===== config.mk =====
export PLATFORM = sky130hd
export DESIGN_NAME = smc_sleep_ctrl
export DESIGN_NICKNAME = d
export VERILOG_FILES = /design/src/logic/smc_pkg.sv /design/src/logic/smc_sleep_ctrl.sv
export SDC_FILE = /design/constraint.sdc
export NUM_CORES = 1
export LEC_CHECK = 0
export BUFFER_PORTS_ARGS = -buffer_cell sky130_fd_sc_hd__clkbuf_2
export CORE_ASPECT_RATIO = 1.2
export CORE_UTILIZATION = 45
export CTS_CLUSTER_SIZE = 30
export DETAILED_ROUTE_END_ITERATION = 8
export GPL_TIMING_DRIVEN = 1
export PLACE_DENSITY = 0.74
export SLEW_MARGIN = 30
export SYNTH_ARGS = -nofsm -noshare
export SYNTH_HDL_FRONTEND = slang
export SYNTH_SLANG_ARGS = --single-unit
export TNS_END_PERCENT = 20

===== constraint.sdc =====
create_clock -name mclk_in -period 2.99 [get_ports mclk_in]
set_input_delay 0.299 -clock mclk_in [delete_from_list [all_inputs] [get_ports mclk_in]]
set_output_delay 0.299 -clock mclk_in [all_outputs]
set_load 0.02 [all_outputs]

===== src/logic/smc_pkg.sv =====
// smc_pkg: register map, field positions, mode codes and timing for the sleep controller
// assumes a single 125 MHz clock and an AHB-Lite register slave
package smc_pkg;
  localparam logic [31:0] SMC_CTRL_OFS    = 32'h0000_0000;
  localparam logic [31:0] SMC_STAT_OFS    = 32'h0000_0004;
  localparam logic [31:0] SMC_CFG_OFS     = 32'h0000_0008;
  localparam logic [7:0]  SMC_CTRL_RST    = 8'h00;
  localparam logic [7:0]  SMC_CFG_RST     = 8'h00;
  localparam int          SMC_ARM_BIT     = 6;
  localparam int          SMC_SM2_BIT     = 7;
  localparam int          SMC_SM1_BIT     = 5;
  localparam int          SMC_SM0_BIT     = 4;
  localparam int          SMC_CFG_XTAL    = 0;
  localparam int          SMC_CFG_ASYNC   = 1;
  localparam logic [2:0]  SMC_M_IDLE      = 3'h0;
  localparam logic [2:0]  SMC_M_NOISE     = 3'h1;
  localparam logic [2:0]  SMC_M_PDOWN     = 3'h2;
  localparam logic [2:0]  SMC_M_PSAVE     = 3'h3;
  localparam logic [2:0]  SMC_M_RES4      = 3'h4;
  localparam logic [2:0]  SMC_M_RES5      = 3'h5;
  localparam logic [2:0]  SMC_M_STBY      = 3'h6;
  localparam logic [2:0]  SMC_M_XSTBY     = 3'h7;
  localparam int          SMC_HALT_CYC    = 4;
  localparam int          SMC_STBY_CYC    = 6;
  localparam int          SMC_STARTUP_DEF = 6;
  localparam logic [15:0] SMC_CNT_ZERO    = 16'h0000;
  typedef enum logic [3:0] {
    SMC_RUN   = 4'b0001,
    SMC_SLEEP = 4'b0010,
    SMC_START = 4'b0100,
    SMC_HALT  = 4'b1000
  } smc_state_t;
endpackage : smc_pkg


===== src/logic/smc_sleep_ctrl.sv =====
// smc_sleep_ctrl: sleep-mode controller with clock/oscillator gating and wake timing
// assumes the core pulses doze_in for one cycle per doze instruction, wake sources
// arrive asynchronously and are synchronised here; memories are outside this block
`timescale 1ns/100ps

module smc_sleep_ctrl
  import smc_pkg::*;
#(
  parameter int STARTUP_CYC = SMC_STARTUP_DEF
)(
  input  wire logic        mclk_in,
  input  wire logic        reset_n_in,
  input  wire logic        hsel_in,
  input  wire logic [31:0] haddr_in,
  input  wire logic [1:0]  htrans_in,
  input  wire logic        hwrite_in,
  input  wire logic [2:0]  hsize_in,
  input  wire logic [31:0] hwdata_in,
  input  wire logic        hready_in,
  output logic      [31:0] hrdata_out,
  output logic             hreadyout_out,
  output logic             hresp_out,
  input  wire logic        doze_in,
  input  wire logic        any_irq_in,
  input  wire logic        adc_enabled_in,
  input  wire logic        adc_done_irq_in,
  input  wire logic        twi_match_in,
  input  wire logic        async_irq_in,
  input  wire logic        eeprom_ready_in,
  input  wire logic        ext_level_ab_in,
  input  wire logic        ext_irq_line_c_in,
  input  wire logic        sys_reset_in,
  output logic             core_halt_out,
  output logic             core_clk_en_out,
  output logic             flash_clk_en_out,
  output logic             io_clk_en_out,
  output logic             adc_clk_en_out,
  output logic             asy_clk_en_out,
  output logic             main_osc_en_out,
  output logic             adc_start_out,
  output logic             wake_irq_out,
  output logic             wake_reset_out
);

  // ----------------------------------------------------------------
  // register slave
  // ----------------------------------------------------------------
  logic [7:0]  ctrl_r;
  logic [7:0]  cfg_r;
  logic        wr_pend_r;
  logic [31:0] wr_addr_r;
  logic [31:0] rd_nxt;
  logic        addr_ok;
  smc_state_t  state_r;
  logic [2:0]  mode_r;

  function automatic logic [2:0] mode_of(input logic [7:0] c);
    mode_of = {c[SMC_SM2_BIT], c[SMC_SM1_BIT], c[SMC_SM0_BIT]};
  endfunction : mode_of

  assign addr_ok       = hsel_in && hready_in && htrans_in[1];
  assign hreadyout_out = 1'b1;
  assign hresp_out     = 1'b0;

  always_ff @(posedge mclk_in)
  begin
    if (!reset_n_in)
    begin
      wr_pend_r <= 1'b0;
      wr_addr_r <= 32'h0000_0000;
    end
    else
    begin
      wr_pend_r <= addr_ok && hwrite_in;
      if (addr_ok)
        wr_addr_r <= haddr_in;
    end
  end

  always_ff @(posedge mclk_in)
  begin
    if (!reset_n_in)
    begin
      ctrl_r <= SMC_CTRL_RST;
      cfg_r  <= SMC_CFG_RST;
    end
    else if (wr_pend_r)
    begin
      if (wr_addr_r[7:0] == SMC_CTRL_OFS[7:0])
        ctrl_r <= hwdata_in[7:0];
      else if (wr_addr_r[7:0] == SMC_CFG_OFS[7:0])
        cfg_r <= {6'h00, hwdata_in[1:0]};
    end
  end

  always_comb
  begin
    rd_nxt = 32'h0000_0000;
    case (haddr_in[7:0])
      SMC_CTRL_OFS[7:0]: rd_nxt = {24'h00_0000, ctrl_r};
      SMC_STAT_OFS[7:0]: rd_nxt = {25'h000_0000, mode_r, state_r};
      SMC_CFG_OFS[7:0]:  rd_nxt = {24'h00_0000, cfg_r};
      default:           rd_nxt = 32'h0000_0000;
    endcase
  end

  always_ff @(posedge mclk_in)
  begin
    if (!reset_n_in)
      hrdata_out <= 32'h0000_0000;
    else if (addr_ok && !hwrite_in)
      hrdata_out <= rd_nxt;
  end

  // ----------------------------------------------------------------
  // wake source synchronisers
  // ----------------------------------------------------------------
  localparam int NSRC = 8;
  logic [NSRC-1:0] src_raw;
  wire  [NSRC-1:0] sync_w;

  assign src_raw = {sys_reset_in, ext_irq_line_c_in, ext_level_ab_in, eeprom_ready_in,
                    async_irq_in, twi_match_in, adc_done_irq_in, any_irq_in};

  // one flop pair per source; only the second stage is read by logic
  genvar gi;
  generate
    for (gi = 0; gi < NSRC; gi++)
    begin : g_sync
      logic s1_r;
      logic s2_r;
      always_ff @(posedge mclk_in)
      begin
        if (!reset_n_in)
        begin
          s1_r <= 1'b0;
          s2_r <= 1'b0;
        end
        else
        begin
          s1_r <= src_raw[gi];
          s2_r <= s1_r;
        end
      end
      assign sync_w[gi] = s2_r;
    end
  endgenerate

  logic s_any, s_adc, s_twi, s_asy, s_eep, s_lvl, s_c, s_rst;
  assign s_any = sync_w[0];
  assign s_adc = sync_w[1];
  assign s_twi = sync_w[2];
  assign s_asy = sync_w[3];
  assign s_eep = sync_w[4];
  assign s_lvl = sync_w[5];
  assign s_c   = sync_w[6];
  assign s_rst = sync_w[7];

  // ----------------------------------------------------------------
  // wake qualification per mode
  // ----------------------------------------------------------------
  logic wake_irq;
  logic asy_on;
  assign asy_on = cfg_r[SMC_CFG_ASYNC];

  always_comb
  begin
    wake_irq = 1'b0;
    case (mode_r)
      SMC_M_IDLE:  wake_irq = s_any;
      SMC_M_NOISE: wake_irq = s_adc || s_twi || s_asy || s_eep || s_lvl || s_c;
      SMC_M_PDOWN,
      SMC_M_STBY:  wake_irq = s_twi || s_lvl || s_c;
      SMC_M_PSAVE,
      SMC_M_XSTBY: wake_irq = s_twi || s_lvl || s_c || (asy_on && s_asy);
      default:     wake_irq = 1'b0;
    endcase
  end

  // ----------------------------------------------------------------
  // sequencer
  // ----------------------------------------------------------------
  logic [15:0] cnt_r;
  logic        arm_ok;
  logic [2:0]  req_mode;
  logic        mode_ok;
  logic        by_rst_r;

  assign req_mode = mode_of(ctrl_r);
  // crystal only for standby modes, reserved codes never sleep
  assign mode_ok = (req_mode != SMC_M_RES4) && (req_mode != SMC_M_RES5) &&
                   (!req_mode[2] || cfg_r[SMC_CFG_XTAL]);
  assign arm_ok  = doze_in && ctrl_r[SMC_ARM_BIT] && mode_ok;
  // arm bit is left set after wake; software must clear it

  always_ff @(posedge mclk_in)
  begin
    if (!reset_n_in)
    begin
      state_r  <= SMC_RUN;
      mode_r   <= SMC_M_IDLE;
      cnt_r    <= SMC_CNT_ZERO;
      by_rst_r <= 1'b0;
    end
    else
    begin
      case (state_r)
        SMC_RUN:
        begin
          by_rst_r <= 1'b0;
          if (arm_ok)
          begin
            state_r <= SMC_SLEEP;
            mode_r  <= req_mode;
          end
        end
        SMC_SLEEP:
        begin
          if (s_rst || wake_irq)
          begin
            by_rst_r <= s_rst;
            state_r  <= SMC_START;
            if (mode_r == SMC_M_PDOWN || mode_r == SMC_M_PSAVE)
              cnt_r <= 16'(STARTUP_CYC - 1);
            else if (mode_r[2])
              cnt_r <= 16'(SMC_STBY_CYC - 1);
            else
              cnt_r <= SMC_CNT_ZERO;
          end
        end
        SMC_START:
        begin
          if (cnt_r == SMC_CNT_ZERO)
          begin
            state_r <= SMC_HALT;
            cnt_r   <= 16'(SMC_HALT_CYC - 1);
          end
          else
            cnt_r <= cnt_r - 16'h0001;
        end
        SMC_HALT:
        begin
          if (cnt_r == SMC_CNT_ZERO)
            state_r <= SMC_RUN;
          else
            cnt_r <= cnt_r - 16'h0001;
        end
        default:
          state_r <= SMC_RUN;
      endcase
    end
  end

  // ----------------------------------------------------------------
  // clock and oscillator gating; storage is never reset by sleep
  // ----------------------------------------------------------------
  logic asleep;
  logic deep;
  assign asleep = (state_r == SMC_SLEEP);
  assign deep   = asleep && (mode_r != SMC_M_IDLE) && (mode_r != SMC_M_NOISE);

  // each enable has its own process so a gating change touches one flop
  always_ff @(posedge mclk_in)
  begin
    if (!reset_n_in)
      core_clk_en_out <= 1'b1;
    else
      core_clk_en_out <= !(asleep || arm_ok);
  end

  always_ff @(posedge mclk_in)
  begin
    if (!reset_n_in)
      flash_clk_en_out <= 1'b1;
    else
      flash_clk_en_out <= !(asleep || arm_ok);
  end

  always_ff @(posedge mclk_in)
  begin
    if (!reset_n_in)
      io_clk_en_out <= 1'b1;
    else
      io_clk_en_out <= !(asleep && mode_r != SMC_M_IDLE);
  end

  always_ff @(posedge mclk_in)
  begin
    if (!reset_n_in)
      adc_clk_en_out <= 1'b1;
    else
      adc_clk_en_out <= !deep;
  end

  always_ff @(posedge mclk_in)
  begin
    if (!reset_n_in)
      asy_clk_en_out <= 1'b1;
    else
      asy_clk_en_out <= !deep || ((mode_r == SMC_M_PSAVE || mode_r == SMC_M_XSTBY)
                        && asy_on);
  end

  always_ff @(posedge mclk_in)
  begin
    if (!reset_n_in)
      main_osc_en_out <= 1'b1;
    else
      main_osc_en_out <= !(deep && !mode_r[2]);
  end

  // ----------------------------------------------------------------
  // core-facing strobes
  // ----------------------------------------------------------------
  // halt rises with the doze that is taken, before the core fetches again
  always_ff @(posedge mclk_in)
  begin
    if (!reset_n_in)
      core_halt_out <= 1'b0;
    else
      core_halt_out <= (state_r != SMC_RUN) && !(state_r == SMC_HALT && cnt_r == SMC_CNT_ZERO)
                       || arm_ok;
  end

  always_ff @(posedge mclk_in)
  begin
    if (!reset_n_in)
      adc_start_out <= 1'b0;
    else
      adc_start_out <= arm_ok && adc_enabled_in && !req_mode[2] && !req_mode[1];
  end

  always_ff @(posedge mclk_in)
  begin
    if (!reset_n_in)
      wake_irq_out <= 1'b0;
    else
      wake_irq_out <= (state_r == SMC_HALT) && (cnt_r == SMC_CNT_ZERO) && !by_rst_r;
  end

  always_ff @(posedge mclk_in)
  begin
    if (!reset_n_in)
      wake_reset_out <= 1'b0;
    else
      wake_reset_out <= (state_r == SMC_HALT) && (cnt_r == SMC_CNT_ZERO) && by_rst_r;
  end

endmodule : smc_sleep_ctrl


==> impl_metrics.yaml, run 1 <==
hold_path:
  hold_path_depth: 3
  hold_path.class: "in2reg"
global_routing:
  overflow: 0
  grt_max_degree: 33
  grt_pass1_wl_um: 10780
  antenna_found_initial: 0
  gr-usage-all-layers_pct: 17.69
  first_global_vias: 2425
logic_synthesis:
  synth_area_per_cell_um2: 9.075
  ys_top_cells_by_area: "dfxtp_1 (45%), buf_4 (6.2%), mux2i_1 (6.2%), nand2_1 (4.1%), nor2_1 (4.0%)"
  synth-seq-cells: 76
  synth.cell_area_um2: 3376
  ys.flop_type: "dfxtp_1"
  yosysTopAreaCell: "dfxtp_1"
  yosys.area.top_type_share_pct: 45.07
  yosysSeqAreaShare_pct: 45.07
  synthesis.instances: 372
  synth_edf_count: 0
  ys_warn_count: 0
  async_reset_ff_share_pct: 0
  ys_types: 56
route:
  routed_wl_um: 6373
  viasPerCell: 5.019
  drc_errors: 0
  wl_met2_um: 3105
  wl_met1_um: 2919
  avgRoutedWirePerCell_um: 12.40
  met3_length_um: 261
  dr.pass1.iters: 5
  ant_nets: 0
  num_vias: 2580
  routed.top_layer: "met4"
  initialDrtViolationCount: 106
cts:
  cts_tree: "done"
  cts_sinks: 76
  hold_buffers: 0
  cts-htree-levels: 3
  root_buffer: "clkbuf_8"
  clkTransAtPathRegs_ns: 0.08
  clk_path_buf_depth: 2
  cts-resized-gates: 0
  post_cts_buffers: 0
  clock_latency_ns: 0.35
  numCtsBuffers: 9
floorplan:
  fp.dieArea_um2: 7854
  rows: 34
  die_h_um: 96.88
  core_um2: 7274
  io_pins: 128
  initial_core_util_pct: 46.41
  die_w_um: 81.07
power:
  switching_share_pct: 25.15
  combPwrFrac_pct: 5.0
  p_clk_share_pct: 41.9
  p_sw_uw: 489.1
  peakVddDrop_mv: 0.3284
  power_frac_seq_pct: 53.1
  internal-power_mw: 1.455
  p_per_area_nw_per_um2: 513.5
  p_leak_nw: 1.563
setup_path:
  path_buf_inv: 0
  worstPathCellList: "or4_4, or3_1, o311ai_4, a21o_2, a21oi_1, a221oi_1"
  worstPathArrival_ns: 2.91
  max_stage_delay_ns: 0.60
  cp_top_family: "compound AO/OA/AOI/OAI gates"
  cp_max_fo: 14
  reg2regPathDepth: 6
  crit_type: "reg2reg"
  cpMaxStageDelayCell: "o311ai_4"
  required_ns: 3.23
  reg2reg_setup_slack_ns: 0.32
  crit_cells: 6
  critPathLaunchType: "flop"
  end_kind: "flop"
timing:
  hold_viol_final: 0
  worstMarginPinSlew_ns: 0.8695
  rsz0062_at_grt: "no"
  fin_crit_sh_pct: 89.37
  setup_tns_ns: 0
  period_needed_ns: 2.672
  timing.fmax_mhz: 374.2
  setup_viol: 0
  fin_ws_ns: 0.3179
  fin_skew_ns: 0.007317
  slew_violations: 0
  relSlewSlack_pct: 41.68
placement:
  placement.setup.worst_slack_ns: 0.3691
  gp_congestion: 0.7773
  hpwl_um: 4520
  io_buffers: 49
run_status:
  outcome: "completed"
layout:
  nNetsFinal: 504
  final_cell_mix: "dfxtp_1 (76), clkbuf_2 (49), nand2_1 (37)"
  syn2layout_area_growth_pct: 12.16
  drive_gt1_share_pct: 21.93
  layout_commonest_cell: "dfxtp_1"
  fillers: 677
  diodes: 0
job:
  drv_cap: 0
## power by group through the flow
stage	combinational, mW	clock [mW]	sequential (mW)
after CTS	0.0986	0.827	1.03
after global placement	0.0979	0	1.06
final	0.0981	0.814	1.03
after global routing	0.110	0.876	1.03
after detailed placement	0.0983	0	1.06
after floorplan	0.0960	0	1.05
## synth_stat cells, drive strengths merged (3+ instances only)
cell type / n
and2: 21
or4: 5
dfxtp: 76
nand3b: 3
nand3: 7
nor3: 5
a2111oi: 3
clkbuf: 10
xnor2: 13
buf: 33
nor4: 4
a211oi: 8
mux2i: 21
nor2: 46
a21oi: 24
o21ai: 7
or2: 3
or3: 4
nand2: 38
a21o: 3
inv: 7
## stage by stage
stage	hold slack (ns)	instance area (um^2)	instances	utilization (%)	power [mW]
after detailed placement	0.4223	3580	498	49.21	1.154
final	0.1417	3786	514	52.05	1.944
after floorplan	0.4119	3466	396	-	1.150
after global routing	0.1419	3786	514	52.05	2.020
after global placement	0.4193	3580	498	49.21	1.153
after CTS	0.1403	3786	514	52.05	1.958
## layout make-up
| type | count | area [um^2] | share of cell area, % |
|---|---|---|---|
| Clock buffer | 9 | 123.9 | 3.272 |
| Sequential cell | 76 | 1521 | 40.19 |
| Inverter | 7 | 26.28 | 0.6940 |
| Multi-Input combinational cell | 270 | 1629 | 43.03 |
| Tap cell | 90 | 112.6 | 2.974 |
| Clock inverter | 7 | 82.58 | 2.181 |
| Timing Repair Buffer | 55 | 290.3 | 7.667 |
## routing by layer
metal | track usage, % | vias to the layer above
met2 | 28.96 | 72
met3 | 4.434 | 11
met1 | 21.58 | 1177
met4 | 7.418 | 0
met5 | 0 | -
li1 | - | 1320
## sequential cells by signal, summed over array words and instances, names as in the netlist
signal,count
mode_r,3
adc_start_out,1
cfg_r,2
hrdata_out,8
io_clk_en_out,1
main_osc_en_out,1
asy_clk_en_out,1
adc_clk_en_out,1
wake_reset_out,1
by_rst_r,1
cnt_r,16
wr_pend_r,1
wake_irq_out,1
g_sync.s1_r,8
core_halt_out,1
state_r,4
ctrl_r,8
g_sync.s2_r,8
wr_addr_r,8
flash_clk_en_out,1
## kinds of logic after synthesis
logic type	synth area share, %
AND/OR/NAND/NOR	23.13
flip-flops	45.07
AO/OA/AOI/OAI	12.27
buffers and inverters	9.340
multiplexers	6.227
XOR/XNOR	3.373
other	0.2225
adder cells (fa/ha/maj)	0.3706
## worst reg2reg max path, stage by stage, from the launching register on
cell and delay, ns:
dfxtp_1 0.34, or4_4 0.54, or3_1 0.47, o311ai_4 0.60
a21o_2 0.30, a21oi_1 0.08, a221oi_1 0.23
## final timing paths
kind | from | to
setup reg to reg | cnt_r[2]$_SDFFE_PN0P_ | cnt_r[0]$_SDFFE_PN0P_
hold / removal | adc_enabled_in | adc_start_out$_SDFF_PN0_
hold reg to reg | g_sync[3].s1_r$_SDFF_PN0_ | g_sync[3].s2_r$_SDFF_PN0_
setup / recovery | cnt_r[2]$_SDFFE_PN0P_ | cnt_r[0]$_SDFFE_PN0P_
No activity file was read; power rests on OpenSTA's default activity.
==> inputs of run 2 (changes only) <==
Settings changed: CORE_ASPECT_RATIO 1.2 to 0.5.
==> run 2 against run 1 <==
Count of clock-buffer cells in the layout grew 1. Core utilization grew 4.3 points. Critical path depth grew 1. Sequential share of layout area shrank 1.4 points. Global-route usage shrank 0.55 points. Cell area grew 3.6%. First-iteration DRC count grew 62%. Power grew 21%. Combinational power grew 2%. Sequential power is essentially flat. Routed wire length grew 1.3%. Critical path type unchanged. Largest power group is now clock. Highest routed layer unchanged.
==> impl_metrics.yaml, run 2 (synthesized netlist as in run 1, its figures left out) <==
placement:
  io_buffers: 49
  place_area_um2: 3582
  hpwl_um: 4449
  place_inst: 500
  gp_congestion: 0.7746
layout:
  layout_commonest_cell: "dfxtp_1"
  syn2layout_area_growth_pct: 16.20
  nNetsFinal: 504
  finalNonFillerCells: 516
  final_cell_mix: "dfxtp_1 (76), clkbuf_2 (49), nand2_1 (37)"
  fin_area_um2: 3923
  drive_gt1_share_pct: 21.93
  diodes: 0
  top_register: "cnt_r"
  largest_reg_flops: 16
  fillers: 620
  postLayoutCoreUtil_pct: 56.33
floorplan:
  fp.dieArea_um2: 7873
  core_um2: 6963
  initial_core_util_pct: 48.48
  io_pins: 128
  die_h_um: 63.25
  die_w_um: 124.5
  rows: 21
route:
  initialDrtViolationCount: 172
  viasPerCell: 4.994
  num_vias: 2577
  routed_wl_um: 6455
  ant_nets: 0
  drc_errors: 0
  avgRoutedWirePerCell_um: 12.51
  dr.pass1.iters: 4
timing:
  setup_viol: 0
  timing.fmax_mhz: 387.8
  slew_violations: 0
  period_needed_ns: 2.579
  setup_tns_ns: 0
  relSlewSlack_pct: 62.39
  worstMarginPinSlew_ns: 0.5500
  hold_viol_final: 0
  fin_crit_sh_pct: 86.25
  fin_skew_ns: 0.004383
  rsz0062_at_grt: "no"
cts:
  clock_latency_ns: 0.33
  cts_tree: "done"
  numCtsBuffers: 9
  post_cts_buffers: 0
  root_buffer: "clkbuf_16"
  clk_path_buf_depth: 2
  cts_sinks: 76
  cts-resized-gates: 0
  clkTransAtPathRegs_ns: 0.06
  hold_buffers: 0
  cts-htree-levels: 3
global_routing:
  overflow: 0
  antenna_found_initial: 0
  gr-usage-all-layers_pct: 17.14
  grt_max_degree: 33
  first_global_vias: 2364
  grt_pass1_wl_um: 10710
hold_path:
  hold_path_depth: 2
  hold_path.class: "in2reg"
setup_path:
  worstPathArrival_ns: 2.82
  end_kind: "flop"
  required_ns: 3.23
  crit_type: "reg2reg"
  reg2regPathDepth: 7
  critPathLaunchType: "flop"
  cp_max_fo: 11
power:
  p_leak_nw: 1.628
  p_per_area_nw_per_um2: 600.0
  peakVddDrop_mv: 0.3427
  total_power_mw: 2.353
job:
  drv_cap: 0
run_status:
  outcome: "completed"
run 2: cell type report:
cell class	count	area, um^2	area share [%]
Timing Repair Buffer	55	290.3	7.400
Clock inverter	6	111.4	2.839
Multi-Input combinational cell	270	1629	41.53
Tap cell	92	115.1	2.935
Sequential cell	76	1521	38.79
Clock buffer	10	229.0	5.837
Inverter	7	26.28	0.6699
run 2: power breakdown:
part           leakage, nW  internal (mW)  switching, mW  total, mW
registers            0.616           1.03        0.00558       1.03
logic                0.849         0.0309         0.0689     0.0998
clock network        0.163          0.816          0.404       1.22
run 2: routing by layer:
layer  vias to the layer above  GRT usage (%)  part of all wire (%)
li1                       1314              -                     -
met1                      1164          20.66                    48
met2                        90          28.38                    45
met3                         9          4.588                   5.6
met4                         0          8.735                   1.5
met5                         -              0                     0
run 2: final timing paths:
kind                                           startpoint                        end  slack [ns]
worst max-delay path                cnt_r[2]$_SDFFE_PN0P_      cnt_r[0]$_SDFFE_PN0P_        0.41
worst min-delay path                      ext_level_ab_in  g_sync[5].s1_r$_SDFF_PN0_        0.17
worst max register to register      cnt_r[2]$_SDFFE_PN0P_      cnt_r[0]$_SDFFE_PN0P_        0.41
worst min register to register  g_sync[4].s1_r$_SDFF_PN0_  g_sync[4].s2_r$_SDFF_PN0_        0.43
run 2: critical path, cell delays in order, from the launching register on:
cell and delay (ns):
dfxtp_1 0.33, or4_4 0.54, or3_1 0.48, o311ai_4 0.35
buf_4 0.25, a21o_2 0.21, a21oi_1 0.09, a221oi_1 0.23
run 2: per-stage QoR:
step	hold WS, ns	worst slack [ns]
2_1_floorplan	0.4119	0.7078
3_3_place_gp	0.4147	0.4589
3_5_place_dp	0.4196	0.4360
4_1_cts	0.1625	0.4196
5_1_grt	0.1634	0.2899
6_report	0.1686	0.4112
==> inputs of run 3 (changes only) <==
--- a/config.mk
+++ b/config.mk
@@ -13,4 +13,5 @@
 export GPL_TIMING_DRIVEN = 1
 export PLACE_DENSITY = 0.74
+export RECOVER_POWER = 25
 export SLEW_MARGIN = 30
 export SYNTH_ARGS = -nofsm -noshare
==> constraint.sdc (replaced) <==
create_clock -name mclk_in -period 2.99 [get_ports mclk_in]
set_input_delay 0.299 -clock mclk_in [delete_from_list [all_inputs] [get_ports mclk_in]]
set_output_delay 0.299 -clock mclk_in [all_outputs]
set_load 0.005 [all_outputs]
==> run 3 against run 2 <==
First-iteration DRC count unchanged. Power decreased by 0.91%. Combinational power decreased by 23%. Flip-flop and latch count unchanged. Core utilization decreased by 0.072 points. Clock power about the same. Setup slack got worse by 0.019 ns. Die area unchanged. Via count increased by 0.35%. Non-clock buffer count unchanged. Worst hold slack got worse by 0.00065 ns. Highest routed layer unchanged.
==> impl_metrics.yaml, run 3 (synthesized netlist as in run 1, its figures left out) <==
run_status:
  outcome: "completed"
power:
  p_leak_nw: 1.618
  total_power_mw: 2.332
  p_per_area_nw_per_um2: 595.3
  peakVddDrop_mv: 0.3439
route:
  dr.pass1.iters: 4
  drc_errors: 0
  viasPerCell: 5.012
  initialDrtViolationCount: 172
  num_vias: 2586
  routed_wl_um: 6495
  avgRoutedWirePerCell_um: 12.59
  ant_nets: 0
timing:
  relSlewSlack_pct: 25.59
  setup_tns_ns: 0
  fin_crit_sh_pct: 86.90
  slew_violations: 0
  setup_viol: 0
  fin_skew_ns: 0.004390
  rsz0062_at_grt: "no"
  period_needed_ns: 2.598
  hold_viol_final: 0
  worstMarginPinSlew_ns: 1.116
  timing.fmax_mhz: 384.9
cts:
  numCtsBuffers: 9
  cts_sinks: 76
  post_cts_buffers: 0
  hold_buffers: 0
  cts-resized-gates: 0
  cts-htree-levels: 3
  clkTransAtPathRegs_ns: 0.06
  clock_latency_ns: 0.33
  cts_tree: "done"
  clk_path_buf_depth: 2
  root_buffer: "clkbuf_16"
layout:
  syn2layout_area_growth_pct: 16.05
  nNetsFinal: 504
  diodes: 0
  layout_commonest_cell: "dfxtp_1"
  top_register: "cnt_r"
  largest_reg_flops: 16
  drive_gt1_share_pct: 21.23
  final_cell_mix: "dfxtp_1 (76), clkbuf_2 (48), nand2_1 (37)"
floorplan:
  io_pins: 128
  rows: 21
  die_w_um: 124.5
  core_um2: 6963
  initial_core_util_pct: 48.48
  die_h_um: 63.25
  fp.dieArea_um2: 7873
setup_path:
  path_buf_inv: 1
  cp_top_family: "simple AND/OR/NAND/NOR gates"
  max_stage_delay_ns: 0.54
  crit_type: "reg2reg"
  worstPathCellList: "or4_4, or3_1, o311ai_4, buf_4, a21o_2, a21oi_1, a221oi_1"
  critPathLaunchType: "flop"
  cpMaxStageDelayCell: "or4_4"
  end_kind: "flop"
  cp_max_fo: 11
  worstPathArrival_ns: 2.82
  required_ns: 3.22
placement:
  io_buffers: 49
  gp_congestion: 0.7746
  hpwl_um: 4449
hold_path:
  hold_path.class: "in2reg"
global_routing:
  grt_max_degree: 33
  gr-usage-all-layers_pct: 17.14
  grt_pass1_wl_um: 10710
  overflow: 0
  antenna_found_initial: 0
  first_global_vias: 2364
job:
  drv_cap: 0
## run 3: changes by cell type in the layout (fill, tap and decap cells not counted)
| cell | delta |
|---|---|
| and2_0 | +6 |
| and2_1 | -6 |
| buf_4 | -1 |
| clkbuf_1 | +2 |
| clkbuf_2 | -1 |
| inv_1 | +1 |
| inv_2 | -1 |
## run 3: cell type report
| class | instances | area, um^2 |
|---|---|---|
| Timing Repair Buffer | 55 | 285.3 |
| Tap cell | 92 | 115.1 |
| Clock inverter | 6 | 111.4 |
| Sequential cell | 76 | 1521 |
| Clock buffer | 10 | 229.0 |
| Inverter | 7 | 26.28 |
| Fill cell | 623 | 3045 |
| Multi-Input combinational cell | 270 | 1629 |
## run 3: through the flow
step | util (%) | area (um^2) | instances | setup slack, ns | hold WS (ns)
floorplan | - | 3466 | 396 | 0.7078 | 0.4119
global placement | 51.45 | 3582 | 500 | 0.4589 | 0.4147
detailed placement | 51.45 | 3582 | 500 | 0.4360 | 0.4196
CTS | 56.33 | 3923 | 516 | 0.4196 | 0.1625
global route | 56.26 | 3918 | 516 | 0.2803 | 0.1634
finish | 56.26 | 3918 | 516 | 0.3917 | 0.1679
## run 3: per-layer routing
layer  share of wire [%]  routed length [um]  global-route usage (%)
met1                  48                3127                   20.66
met2                  45                2924                   28.38
met3                 5.1                 333                   4.588
met4                 1.7                 109                   8.735
met5                   0                   0                       0
## run 3: worst paths after layout
check | start | end | slack [ns] | cells past startpoint
max reg2reg | cnt_r[2]$_SDFFE_PN0P_ | cnt_r[0]$_SDFFE_PN0P_ | 0.39 | 7
max | cnt_r[2]$_SDFFE_PN0P_ | cnt_r[0]$_SDFFE_PN0P_ | 0.39 | 7
min | ext_level_ab_in | g_sync[5].s1_r$_SDFF_PN0_ | 0.17 | 2
min reg2reg | g_sync[4].s1_r$_SDFF_PN0_ | g_sync[4].s2_r$_SDFF_PN0_ | 0.43 | 1
## run 3: power breakdown
part	switching, mW	internal [mW]	total (mW)
Combinational	0.0473	0.0298	0.0771
Sequential	0.00561	1.03	1.03
Clock	0.405	0.816	1.22
Total	0.458	1.87	2.33
